--- config.mk ---
export PLATFORM = sky130hd
export DESIGN_NAME = hbc_boost_ctrl
export DESIGN_NICKNAME = d
export VERILOG_FILES = /design/src/hdl/hbc_boost_ctrl.v /design/src/hdl/hbc_i2c_target.v
export VERILOG_INCLUDE_DIRS = /design/src /design/src/hdl
export SDC_FILE = /design/constraint.sdc
export NUM_CORES = 1
export LEC_CHECK = 0
export ABC_AREA = 1
export ABC_CLOCK_PERIOD_IN_PS = 1700
export BUFFER_PORTS_ARGS = -buffer_cell sky130_fd_sc_hd__buf_2
export CAP_MARGIN = 20
export CORE_MARGIN = 1
export CORE_UTILIZATION = 55
export CTS_BUF_LIST = sky130_fd_sc_hd__clkbuf_4 sky130_fd_sc_hd__clkbuf_8
export CTS_CLUSTER_DIAMETER = 120
export DETAILED_ROUTE_END_ITERATION = 10
export GPL_TIMING_DRIVEN = 0
export MAX_ROUTING_LAYER = met4
export PLACE_DENSITY = 0.72
export SLEW_MARGIN = 20
export SYNTH_ARGS = -nofsm -noshare
export SYNTH_HDL_FRONTEND = slang
export SYNTH_SLANG_ARGS = --single-unit
--- constraint.sdc ---
create_clock -name clock_i -period 1.7 [get_ports clock_i]
set_input_delay 0.085 -clock clock_i [delete_from_list [all_inputs] [get_ports clock_i]]
set_output_delay 0.085 -clock clock_i [all_outputs]
set_load 0.01 [all_outputs]
--- src/hdl/hbc_map.vh ---
// Register map, field positions and timing constants of the boost control
`ifndef HBC_MAP_VH
`define HBC_MAP_VH
`define HBC_I2C_ADDR 7'h2C
`define HBC_OFS_AC_GAIN 8'h01
`define HBC_OFS_CFG_HOLD 8'h03
`define HBC_OFS_DC_GAIN 8'h0E
`define HBC_AC_LSB 4
`define HBC_AC_MSB 6
`define HBC_DC_LSB 0
`define HBC_DC_MSB 2
`define HBC_AC_LVL0 3'h0
`define HBC_AC_LVL1 3'h1
`define HBC_AC_LVL2 3'h3
`define HBC_AC_LVL3 3'h7
`define HBC_DC_40MV 3'h3
`define HBC_DC_60MV 3'h5
`define HBC_DC_80MV 3'h7
`define HBC_STRAP_LOW 2'h0
`define HBC_STRAP_MID 2'h1
`define HBC_STRAP_HIGH 2'h2
`define HBC_SPEED_NONE 2'h0
`define HBC_SPEED_LS 2'h1
`define HBC_SPEED_FS 2'h2
`define HBC_SPEED_HS 2'h3
`define HBC_CFG_HOLD_RST 1'h1
`define HBC_DISABLE_MIN_NS 20000
`define HBC_CLK_PERIOD_NS 4
`define HBC_DISABLE_MIN_CYC \
  ((`HBC_DISABLE_MIN_NS + `HBC_CLK_PERIOD_NS - 1) / `HBC_CLK_PERIOD_NS)
`define HBC_SAMPLE_DELAY_CYC 16
`endif

--- src/hdl/hbc_boost_ctrl.v ---
// Boost configuration, strap sampling and mode control of the conditioner
//
// Notes on behaviour
// (RULE1) DC strap low/mid/high selects 40, 60, 80 mV Dc_gain_strap_pin.
// (RULE2) AC strap resistor level selects one of four AC boost levels.
// (RULE3) Low-speed link: compensation off, connection detect high.
// (RULE4) Full-speed link: compensation off, connection detect high.
// (RULE5) High-speed link: compensation on with configured levels, detect high.
// (RULE6) Chip disable low: shutdown, no compensation, no detect status.
// (RULE7) Disable pulse counts only if low at least 20 us.
// (RULE8) I2C enabled only if SCL and SDA high shortly after release.
// (RULE9) I2C target at 7-bit address 0x2C, 100 kHz.
// (RULE10) Host sets then clears hold bit after changing boost levels.
// (RULE11) AC level field bits 6:4 at 0x01 coded 000/001/011/111.
// (RULE12) AC level field loads from sampled AC strap at reset.
// (RULE13) Hold bit 0 at 0x03 resets to 1; 1 stops state machine.
// (RULE14) Hold stays set in I2C mode until written; else self-clears.
// (RULE15) Host preserves reserved fields by read-modify-write.
// (RULE16) DC level field bits 2:0 at 0x0E coded 011/101/111, from strap.
// (RULE17) Straps latched only at reset; change needs disable toggle.
// (RULE18) Byte registers: offset byte then data; reads use last offset.
// (RULE19) Disable restores register reset values and re-samples straps.
`include "hbc_map.vh"
module hbc_boost_ctrl #(
  parameter DISABLE_MIN_CYC = `HBC_DISABLE_MIN_CYC
) (
  input wire clock_i,
  input wire resetn_i,
  input wire chip_disable_n_i,
  input wire [1:0] ac_boost_strap_pin_i,
  input wire [1:0] dc_gain_strap_pin_i,
  input wire [1:0] link_speed_i,
  input wire scl_i,
  input wire sda_i,
  output wire sda_o,
  output wire sda_oe_o,
  output reg comp_enable_o,
  output reg [2:0] ac_gain_level_o,
  output reg [2:0] dc_gain_level_o,
  output reg connection_detect_out_o,
  output reg i2c_mode_o
);
  localparam ST_OFF = 2'h0;
  localparam ST_SAMPLE = 2'h1;
  localparam ST_RUN = 2'h2;
  reg [1:0] dis_s1_ff, dis_s2_ff;
  reg [1:0] scl_s_ff, sda_s_ff;
  reg [1:0] spd_s1_ff, spd_s2_ff;
  reg [3:0] ac_s1_ff, ac_s2_ff;
  reg [3:0] dc_s1_ff, dc_s2_ff;
  reg [31:0] low_cnt_ff;
  reg active_ff;
  reg [1:0] state_ff;
  reg [4:0] wait_ff;
  reg [2:0] ac_gain_level_ff;
  reg [2:0] dc_gain_level_ff;
  reg cfg_hold_ff;
  wire wr_stb;
  wire [7:0] wr_ofs, wr_data, rd_ofs;
  reg [7:0] rd_data;
  wire disable_pin = dis_s2_ff[1];
  wire scl_sync = scl_s_ff[1];
  wire sda_sync = sda_s_ff[1];

  function [2:0] ac_code;
    input [1:0] lvl;
    begin
      case (lvl) // RULE2 RULE11
        2'h0: ac_code = `HBC_AC_LVL0;
        2'h1: ac_code = `HBC_AC_LVL1;
        2'h2: ac_code = `HBC_AC_LVL2;
        default: ac_code = `HBC_AC_LVL3;
      endcase
    end
  endfunction

  function [2:0] dc_code;
    input [1:0] lvl;
    begin
      case (lvl) // RULE1 RULE16
        `HBC_STRAP_LOW: dc_code = `HBC_DC_40MV;
        `HBC_STRAP_HIGH: dc_code = `HBC_DC_80MV;
        default: dc_code = `HBC_DC_60MV;
      endcase
    end
  endfunction

  // Pins cross in via flops before use: two for SCL, SDA and speed, three for disable and the straps
  always @(posedge clock_i or negedge resetn_i) begin
    if (!resetn_i) begin
      dis_s1_ff <= 2'h0;
      dis_s2_ff <= 2'h0;
      scl_s_ff <= 2'h3;
      sda_s_ff <= 2'h3;
      spd_s1_ff <= 2'h0;
      spd_s2_ff <= 2'h0;
      ac_s1_ff <= 4'h0;
      ac_s2_ff <= 4'h0;
      dc_s1_ff <= 4'h0;
      dc_s2_ff <= 4'h0;
    end else begin
      dis_s1_ff <= {dis_s1_ff[0], chip_disable_n_i};
      dis_s2_ff <= dis_s1_ff;
      scl_s_ff <= {scl_s_ff[0], scl_i};
      sda_s_ff <= {sda_s_ff[0], sda_i};
      spd_s1_ff <= link_speed_i;
      spd_s2_ff <= spd_s1_ff;
      ac_s1_ff <= {ac_s1_ff[1:0], ac_boost_strap_pin_i};
      ac_s2_ff <= ac_s1_ff;
      dc_s1_ff <= {dc_s1_ff[1:0], dc_gain_strap_pin_i};
      dc_s2_ff <= dc_s1_ff;
    end
  end

  // Short glitches on the disable pin are filtered out
  always @(posedge clock_i or negedge resetn_i) begin
    if (!resetn_i) begin
      low_cnt_ff <= 32'h0;
      active_ff <= 1'b0;
    end else if (disable_pin) begin
      low_cnt_ff <= 32'h0;
      active_ff <= 1'b1;
    end else if (low_cnt_ff < DISABLE_MIN_CYC - 1) begin
      low_cnt_ff <= low_cnt_ff + 32'h1;
    end else begin
      active_ff <= 1'b0; // RULE7
    end
  end

  always @(posedge clock_i or negedge resetn_i) begin
    if (!resetn_i) begin
      state_ff <= ST_OFF;
      wait_ff <= 5'h0;
      i2c_mode_o <= 1'b0;
      ac_gain_level_ff <= `HBC_AC_LVL0;
      dc_gain_level_ff <= `HBC_DC_60MV;
      cfg_hold_ff <= `HBC_CFG_HOLD_RST;
    end else begin
      case (state_ff)
        ST_OFF: begin
          i2c_mode_o <= 1'b0;
          cfg_hold_ff <= `HBC_CFG_HOLD_RST; // RULE13 RULE19
          wait_ff <= 5'h0;
          if (active_ff) begin
            state_ff <= ST_SAMPLE;
          end
        end
        ST_SAMPLE: begin
          wait_ff <= wait_ff + 5'h1;
          if (wait_ff == `HBC_SAMPLE_DELAY_CYC) begin
            // Straps taken once per release only
            ac_gain_level_ff <= ac_code(ac_s2_ff[3:2]); // RULE12 RULE17
            dc_gain_level_ff <= dc_code(dc_s2_ff[3:2]); // RULE16 RULE19
            i2c_mode_o <= scl_sync & sda_sync; // RULE8
            cfg_hold_ff <= scl_sync & sda_sync; // RULE14
            state_ff <= ST_RUN;
          end
        end
        ST_RUN: begin
          if (wr_stb) begin // RULE18
            if (wr_ofs == `HBC_OFS_AC_GAIN) begin
              ac_gain_level_ff <= wr_data[`HBC_AC_MSB:`HBC_AC_LSB];
            end
            if (wr_ofs == `HBC_OFS_DC_GAIN) begin
              dc_gain_level_ff <= wr_data[`HBC_DC_MSB:`HBC_DC_LSB];
            end
            if (wr_ofs == `HBC_OFS_CFG_HOLD) begin
              cfg_hold_ff <= wr_data[0]; // RULE13 RULE14
            end
          end
        end
        default: begin
          state_ff <= ST_OFF;
        end
      endcase
      if (!active_ff) begin
        state_ff <= ST_OFF; // RULE6 RULE19
      end
    end
  end

  always @* begin
    case (rd_ofs)
      `HBC_OFS_AC_GAIN: rd_data = {1'b0, ac_gain_level_ff, 4'h0};
      `HBC_OFS_CFG_HOLD: rd_data = {7'h00, cfg_hold_ff};
      `HBC_OFS_DC_GAIN: rd_data = {5'h00, dc_gain_level_ff};
      default: rd_data = 8'h00;
    endcase
  end

  // Boost outputs reload only while running with hold clear
  always @(posedge clock_i or negedge resetn_i) begin
    if (!resetn_i) begin
      comp_enable_o <= 1'b0;
      ac_gain_level_o <= `HBC_AC_LVL0;
      dc_gain_level_o <= `HBC_DC_60MV;
      connection_detect_out_o <= 1'b0;
    end else if (state_ff != ST_RUN || cfg_hold_ff) begin
      comp_enable_o <= 1'b0; // RULE6 RULE10
      connection_detect_out_o <= 1'b0;
    end else begin
      ac_gain_level_o <= ac_gain_level_ff;
      dc_gain_level_o <= dc_gain_level_ff;
      comp_enable_o <= (spd_s2_ff == `HBC_SPEED_HS); // RULE3 RULE4 RULE5
      connection_detect_out_o <= (spd_s2_ff != `HBC_SPEED_NONE);
    end
  end

  hbc_i2c_target u_i2c (
    .clock_i(clock_i),
    .resetn_i(resetn_i),
    .enable_i(i2c_mode_o),
    .scl_i(scl_sync),
    .sda_i(sda_sync),
    .sda_o(sda_o),
    .sda_oe_o(sda_oe_o),
    .wr_stb_o(wr_stb),
    .wr_ofs_o(wr_ofs),
    .wr_data_o(wr_data),
    .rd_ofs_o(rd_ofs),
    .rd_data_i(rd_data)
  );
endmodule

--- src/hdl/hbc_i2c_target.v ---
// I2C target: byte-wide offset/data register access
`include "hbc_map.vh"
module hbc_i2c_target (
  input wire clock_i,
  input wire resetn_i,
  input wire enable_i,
  input wire scl_i,
  input wire sda_i,
  output wire sda_o,
  output wire sda_oe_o,
  output reg wr_stb_o,
  output reg [7:0] wr_ofs_o,
  output reg [7:0] wr_data_o,
  output wire [7:0] rd_ofs_o,
  input wire [7:0] rd_data_i
);
  localparam ST_IDLE = 3'h0;
  localparam ST_ADDR = 3'h1;
  localparam ST_ACK = 3'h2;
  localparam ST_WBYTE = 3'h3;
  localparam ST_RBYTE = 3'h4;
  localparam ST_RACK = 3'h5;
  reg scl_d_ff;
  reg sda_d_ff;
  reg [2:0] state_ff;
  reg [2:0] after_ack_ff;
  reg [3:0] bit_cnt_ff;
  reg [7:0] shift_ff;
  reg [7:0] ofs_ff;
  reg byte_idx_ff;
  reg rw_ff;
  reg drive_low_ff;
  wire scl_rise = scl_i & ~scl_d_ff;
  wire scl_fall = ~scl_i & scl_d_ff;
  wire start_cond = scl_i & scl_d_ff & sda_d_ff & ~sda_i;
  wire stop_cond = scl_i & scl_d_ff & ~sda_d_ff & sda_i;
  assign sda_o = 1'b0;
  // Gated so a shutdown mid-byte never leaves the line held low
  assign sda_oe_o = drive_low_ff & enable_i;
  assign rd_ofs_o = ofs_ff;
  always @(posedge clock_i or negedge resetn_i) begin
    if (!resetn_i) begin
      scl_d_ff <= 1'b1;
      sda_d_ff <= 1'b1;
      state_ff <= ST_IDLE;
      after_ack_ff <= ST_IDLE;
      bit_cnt_ff <= 4'h0;
      shift_ff <= 8'h00;
      ofs_ff <= 8'h00;
      byte_idx_ff <= 1'b0;
      rw_ff <= 1'b0;
      drive_low_ff <= 1'b0;
      wr_stb_o <= 1'b0;
      wr_ofs_o <= 8'h00;
      wr_data_o <= 8'h00;
    end else begin
      scl_d_ff <= scl_i;
      sda_d_ff <= sda_i;
      wr_stb_o <= 1'b0;
      if (!enable_i || stop_cond) begin
        state_ff <= ST_IDLE;
        drive_low_ff <= 1'b0;
      end else if (start_cond) begin
        state_ff <= ST_ADDR;
        bit_cnt_ff <= 4'h0;
        byte_idx_ff <= 1'b0;
        drive_low_ff <= 1'b0;
      end else begin
        case (state_ff)
          ST_IDLE: begin
            drive_low_ff <= 1'b0;
          end
          ST_ADDR, ST_WBYTE: begin
            if (scl_rise) begin
              shift_ff <= {shift_ff[6:0], sda_i};
              bit_cnt_ff <= bit_cnt_ff + 4'h1;
            end
            if (scl_fall && bit_cnt_ff == 4'h8) begin
              bit_cnt_ff <= 4'h0;
              if (state_ff == ST_ADDR) begin
                if (shift_ff[7:1] == `HBC_I2C_ADDR) begin // RULE9
                  rw_ff <= shift_ff[0];
                  drive_low_ff <= 1'b1;
                  state_ff <= ST_ACK;
                  after_ack_ff <= shift_ff[0] ? ST_RBYTE : ST_WBYTE;
                end else begin
                  state_ff <= ST_IDLE;
                end
              end else begin
                drive_low_ff <= 1'b1;
                state_ff <= ST_ACK;
                after_ack_ff <= ST_WBYTE;
                if (!byte_idx_ff) begin
                  ofs_ff <= shift_ff; // RULE18
                  byte_idx_ff <= 1'b1;
                end else begin
                  wr_stb_o <= 1'b1; // RULE18
                  wr_ofs_o <= ofs_ff;
                  wr_data_o <= shift_ff;
                end
              end
            end
          end
          ST_ACK: begin
            if (scl_fall) begin
              state_ff <= after_ack_ff;
              if (after_ack_ff == ST_RBYTE) begin
                shift_ff <= {rd_data_i[6:0], 1'b0};
                drive_low_ff <= ~rd_data_i[7]; // RULE18
                bit_cnt_ff <= 4'h1;
              end else begin
                drive_low_ff <= 1'b0;
              end
            end
          end
          ST_RBYTE: begin
            if (scl_fall) begin
              if (bit_cnt_ff == 4'h8) begin
                drive_low_ff <= 1'b0;
                state_ff <= ST_RACK;
              end else begin
                drive_low_ff <= ~shift_ff[7];
                shift_ff <= {shift_ff[6:0], 1'b0};
                bit_cnt_ff <= bit_cnt_ff + 4'h1;
              end
            end
          end
          ST_RACK: begin
            // Host NACK ends the read; ACK re-reads same offset
            if (scl_rise) begin
              state_ff <= sda_i ? ST_IDLE : ST_ACK;
              after_ack_ff <= ST_RBYTE;
            end
          end
          default: begin
            state_ff <= ST_IDLE;
          end
        endcase
      end
    end
  end
endmodule

## Word level (Yosys, flattened, before mapping)

Index checks and enable logic that the tools add are counted.

| word-level totals | value |
|---|---|
| register bits after elaboration | 130 |
| bits in latches | 0 |
| RAM bits | 0 |
| bits in read-only memories | 0 |
| input bits | 11 |
| output and inout bits | 11 |
| memories | 0 |

| operators by class | value |
|---|---|
| add/sub/neg operators | 3 |
| multiply operators | 0 |
| div/mod/pow operators | 0 |
| magnitude comparators | 1 |
| equality and inequality tests | 51 |
| shift operators | 0 |
| mux-type cells | 77 |
| bitwise logic cells | 19 |
| reduce and logical (&&, ||, !) cells | 33 |

Operators with widths:

| operator | count |
|---|---|
| $mux W32 | 2 |
| $mux W3 | 18 |
| $mux W8 | 5 |
| $add A32 B1 Y32 const B | 1 |
| $lt A32 B13 Y1 const B | 1 |
| $mux W4 | 7 |
| $mux W1 | 26 |
| $ne A4 B1 Y1 const B | 6 |
| $pmux W3 S2 | 4 |
| $pmux W8 S3 | 1 |
| $reduce_and A6 Y1 | 4 |
| $pmux W7 S3 | 1 |
| $eq A8 B1 Y1 const B | 2 |
| $eq A8 B2 Y1 const B | 2 |
| $eq A8 B4 Y1 const B | 2 |
| $ne A2 B1 Y1 const B | 8 |
| $ne A2 B2 Y1 const B | 8 |
| $reduce_and A4 Y1 | 4 |
| $pmux W3 S5 | 1 |
| $reduce_bool A2 Y1 | 7 |
| $ne A3 B1 Y1 const B | 4 |
| $pmux W4 S3 | 1 |
| $mux W2 | 5 |
| $pmux W5 S2 | 1 |
| other kinds (34) | 63 |

## Longest topological paths before layout

| depth | value |
|---|---|
| depth after elaboration | 7 |
| mapped depth | 11 |
| depth with buffers taken out | 11 |

## Cells and area by module

From an unflattened synthesis, not the netlist that was laid out.

| unflattened totals | value |
|---|---|
| cell total of the unflattened synthesis | 728 |
| area total of the unflattened synthesis | 6,002.0 µm² |

By module, submodules not included:

| module | times used | cells each | area each (µm²) | sequential area each (µm²) |
|---|---|---|---|---|
| hbc_boost_ctrl | 1 | 413 | 3,595.9 | 1,988.2 |
| hbc_i2c_target | 1 | 315 | 2,406.1 | 1,153.6 |

## Worst setup path before layout

OpenSTA, ideal clock, no wires.

| timing | value |
|---|---|
| path type | reg-to-reg |
| start | register u_i2c.bit_cnt_ff[0] |
| end | register u_i2c.wr_ofs_o[3] |
| library setup time | 122 ps |
| arrival | 1,434 ps |
| required time | 1,578 ps |
| slack | 144 ps |
| stages on the path, launching flop included | 12 |
| path buffers | 2 |
| period minus slack after synthesis | 1,556 ps |
| cell sequence | dfrtp_1 -> inv_1 -> ha_1 -> nand3_2 -> nor2_1 -> nand2_1 -> inv_2 -> nand3_2 -> buf_6 -> buf_6 -> nand2_1 -> o21ai_1 |

| on the way | value |
|---|---|
| cells in the longest elaborated chain, start to end | 3 |

RTL lines:

| item | line | RTL |
|---|---|---|
| start: declaration | hbc_i2c_target.v:27 | `reg [3:0] bit_cnt_ff;` |
| start signal: assignment | hbc_i2c_target.v:76 | `bit_cnt_ff <= bit_cnt_ff + 4'h1;` |
| start signal: assignment | hbc_i2c_target.v:124 | `bit_cnt_ff <= bit_cnt_ff + 4'h1;` |
| $eq A4 B4 Y1 | hbc_i2c_target.v:78 | `if (scl_fall && bit_cnt_ff == 4'h8) begin` |
| $logic_and A1 B1 Y1 | hbc_i2c_target.v:78 |  |
| $reduce_and A6 Y1 (no source line) | -- |  |
| end signal: assignment | hbc_i2c_target.v:98 | `wr_ofs_o <= ofs_ff;` |
| end: declaration | hbc_i2c_target.v:12 | `output reg [7:0] wr_ofs_o,` |

Every way passes these cells.
A chain may end at the register's enable or synchronous reset.

## Worst setup path after layout

| timing | value |
|---|---|
| start | register state_ff[0] |
| end | register dc_gain_level_o[1] |

| on the way | value |
|---|---|
| cells in the longest elaborated chain, start to end | 2 |

RTL lines:

| item | line | RTL |
|---|---|---|
| start: declaration | hbc_boost_ctrl.v:53 | `reg [1:0] state_ff;` |
| start signal: assignment | hbc_boost_ctrl.v:132 | `state_ff <= ST_OFF;` |
| start signal: assignment | hbc_boost_ctrl.v:145 | `state_ff <= ST_SAMPLE;` |
| start signal: assignment | hbc_boost_ctrl.v:156 | `state_ff <= ST_RUN;` |
| $ne A2 B2 Y1 | hbc_boost_ctrl.v:198 | `end else if (state_ff != ST_RUN \|\| cfg_hold_ff) begin` |
| $logic_or A1 B1 Y1 | hbc_boost_ctrl.v:198 |  |
| end signal: assignment | hbc_boost_ctrl.v:196 | `` dc_gain_level_o <= `HBC_DC_60MV; `` |
| end signal: assignment | hbc_boost_ctrl.v:203 | `dc_gain_level_o <= dc_gain_level_ff;` |
| end: declaration | hbc_boost_ctrl.v:39 | `output reg [2:0] dc_gain_level_o,` |

Every way passes these cells.

==> run metrics <==
Initial Util=56.36%; Die H=between 100 and 150 um; GPL Wtd Cong=0.8871; Avg Cell Area, Syn=8.480 sq um; YS warnings=0; CP arrival=1.92 ns; count of final setup violators=0; final std cells w/o fill=895; crit path cell chain=inv_1 -> ha_1 -> inv_2 -> or2_2 -> buf_2 -> mux2_2; Yosys top cell area share=48.39%; gr ovfl total=0; clock latency on the worst-skew pair=0.43 ns; final wirelength=11960 um; crit path kind=flop to flop; top post-synthesis cells by area=dfrtp_1 (48%), nand2_1 (11%), inv_1 (5.8%), dfstp_2 (5.0%), nor2_1 (4.9%); Worst R2R End=dc_gain_level_o[1]$_DFFE_PN0P_; Slew Viols, Final=0; CTS root buffer=clkbuf_8; CP Capture Type=flop; H-tree depth=4; achievable frequency=0.6236 GHz; cell taking the most area after synthesis=dfrtp_1; status=finished, final reports clean; CP peak stage delay=0.40 ns; IO buf count=20; initial antenna violation count=0; antenna-violating nets left=0; worst r2r path cells=6; vias after detailed routing=roughly 4600; DR vias/cell=5.132; setup TNS=0 ns; n_diodes=0; DIE AREA=10950 sq um; Cell Area, Synth=5792 sq um; area grow syn2layout=17.67%; Max Buffers Root-to-Sink=2; CTS sink count=123; Syn Nets=703; Detailed Place HPWL=8201 um; Final period util=~94%; fin nets=between 700 and 800; Worst-path clk slew=0.07 ns; Max-cap violations=0; post-synthesis sequential area ratio=53.38%; CTS tree=yes; Slowest-stage cell, CP=dfrtp_1; Post-Synthesis Cells=683; DRC Markers=0; FP Rows=37; Core ar.=10280 sq um; WP data required=between 2 and 2.5 ns; Lkg Pwr=3.332 nW; Final Hold Vio Count=0; Worst R2R Setup Slack=0.1 ns; Final Skew=~0.011 ns; fraction of layout cells with a size suffix above 1=19.50%; Max IR drop VDD=between 1000 and 1500 uV; crit path time final=roughly 1.6 ns; Max FO, Critical Path=8; vias in the first global route=4625; DRT iter0 DRCs=about 200; routing usage on met2=~40%; CP startpoint kind=flop; power per cell area=1109 nW/um^2; Tightest Hold Check Type=input pin to async pin; GR Util All Layers=around 25%; TritonCTS Buffers=17; pin count of the biggest net entering global routing=73; io pins=22; first-pass GRT wire length=20480 um; GRT Max-Usage Layer=met2; r2r startpoint=state_ff[0]$_DFFE_PN0P_; met1 Usage GRT=29.87%; iteration count of the initial detailed-routing pass=4; Wirelength per Cell=about 13 um; Synth cell types=36; met3 usage=under 10%; synthesized flop and latch total=123; placed insts=840; Chip Width=104.6 um
==> state kept, by name, summed over array words and instances (netlist names), 4 cells and up <==
signal and cells:
u_i2c.wr_ofs_o 8, low_cnt_ff 32, wait_ff 5, u_i2c.wr_data_o 6, u_i2c.bit_cnt_ff 4, dc_s2_ff 4
u_i2c.shift_ff 8, ac_s2_ff 4, u_i2c.rd_ofs_o 8
==> layout by cell type, fill, tap and decap left out, types with 13 or more instances in the layout <==
| cell type | synthesis | routed |
|---|---|---|
| o21ai_0 | 34 | 30 |
| o21ai_2 | 15 | 15 |
| buf_4 | 3 | 16 |
| nand2_1 | 175 | 171 |
| dfrtp_1 | 112 | 112 |
| nand3_1 | 55 | 55 |
| buf_2 | 3 | 21 |
| nor2_1 | 75 | 70 |
| a21oi_1 | 13 | 13 |
| clkbuf_8 | 0 | 19 |
| inv_1 | 90 | 87 |
==> power by group <==
part / switching (W) / total, W / internal [W] / leakage, nW
clock: 0.00115 / 0.00273 / 0.00158 / 0.210
sequential: 0.000201 / 0.00344 / 0.00324 / 1.61
combinational: 0.000855 / 0.00138 / 0.000529 / 1.51
total: 0.00221 / 0.00756 / 0.00535 / 3.33
==> cell usage after synthesis, drive strengths merged <==
library cell  count
inv              95
xor2              5
conb              1
ha                9
nand3            61
xnor2             3
or2               1
nand3b           12
a21oi            14
buf              10
a31oi             1
nor3              5
o22ai             4
nor2             81
o21ai            54
nand2           178
dfrtp           112
a22oi             1
clkinv            1
o21bai            1
clkbuf            7
nand4             9
mux2              6
dfstp            11
and2              1
==> layer usage <==
layer  vias to the layer above  wire (um)  share of wire, %
li1                       2290          -                 -
met5                         -          0                 0
met1                      2184       5240                44
met2                        92       5994                50
met4                         0        213               1.8
met3                        27        507               4.2
==> worst max-delay path by stage <==
stage	end	cells past startpoint	start
final	dc_gain_level_o[1]$_DFFE_PN0P_	6	state_ff[0]$_DFFE_PN0P_
after global routing	u_i2c.bit_cnt_ff[1]$_DFFE_PN0P_	9	sda_s_ff[1]$_DFF_PN1_
after global placement	low_cnt_ff[16]$_DFFE_PN0P_	1	resetn_i
after floorplan	u_i2c.wr_ofs_o[3]$_DFFE_PN0P_	11	u_i2c.bit_cnt_ff[0]$_DFFE_PN0P_
after CTS	u_i2c.wr_ofs_o[2]$_DFFE_PN0P_	11	u_i2c.bit_cnt_ff[0]$_DFFE_PN0P_
after detailed placement	u_i2c.rd_ofs_o[6]$_DFFE_PN0P_	10	u_i2c.bit_cnt_ff[0]$_DFFE_PN0P_
==> kinds of logic after synthesis <==
family / Yosys count / share of synthesized area [%]
DFF: 123 / 53.38
adders and majority gates: 9 / 1.944
and+or+nand+nor: 348 / 26.40
buffers and inverters: 113 / 8.122
AOI/OAI and AO/OA: 75 / 7.712
other: 1 / 0.06475
xor gates and xnor gates: 8 / 1.210
muxes: 6 / 1.166
==> worst max-delay path, delay by kind of cell, from the launching register on <==
kind / cells / cell delay (ns)
DFF: 1 / 0.40
buffers and inverters: 3 / 0.35
muxes: 1 / 0.28
and+or+nand+nor: 1 / 0.26
adders and majority gates: 1 / 0.19
==> stage by stage <==
stage               instance area, sq um  power [W]  setup WS, ns  util [%]  hold slack [ns]
floorplan                           5792   0.004278        0.1443         -          -0.2106
global placement                    6062   0.004637       -0.8943     58.98           0.1928
detailed placement                  6096   0.004726       -0.1184     59.31          0.06968
CTS                                 6665   0.007482      0.001285     64.85           0.1759
global route                        6815   0.007954      -0.01323     66.31           0.1916
finish                              6815   0.007558       0.09648     66.31           0.1687
==> timing repair <==
item / CTS / global route
endpoints found under the setup margin: 44 / 59
pin swaps: 1 / 4
cloned: 0 / 1
gates resized for setup: 8 / 23
hold endpoints to repair: 60 / 0
buffers inserted: 4 / 10
hold buffers: 10 / 0
==> final cells by class <==
type,count,area [sq um]
fillers,823,3462
flip-flops and latches,123,3092
multi-input cells,447,2305
inverters,96,362.8
repair buffers,46,356.6
clock buffers,22,284.0
well taps,136,170.2
clock inverters,10,140.1
plain buffers,15,105.1
Power figures use the tool's default switching activity.
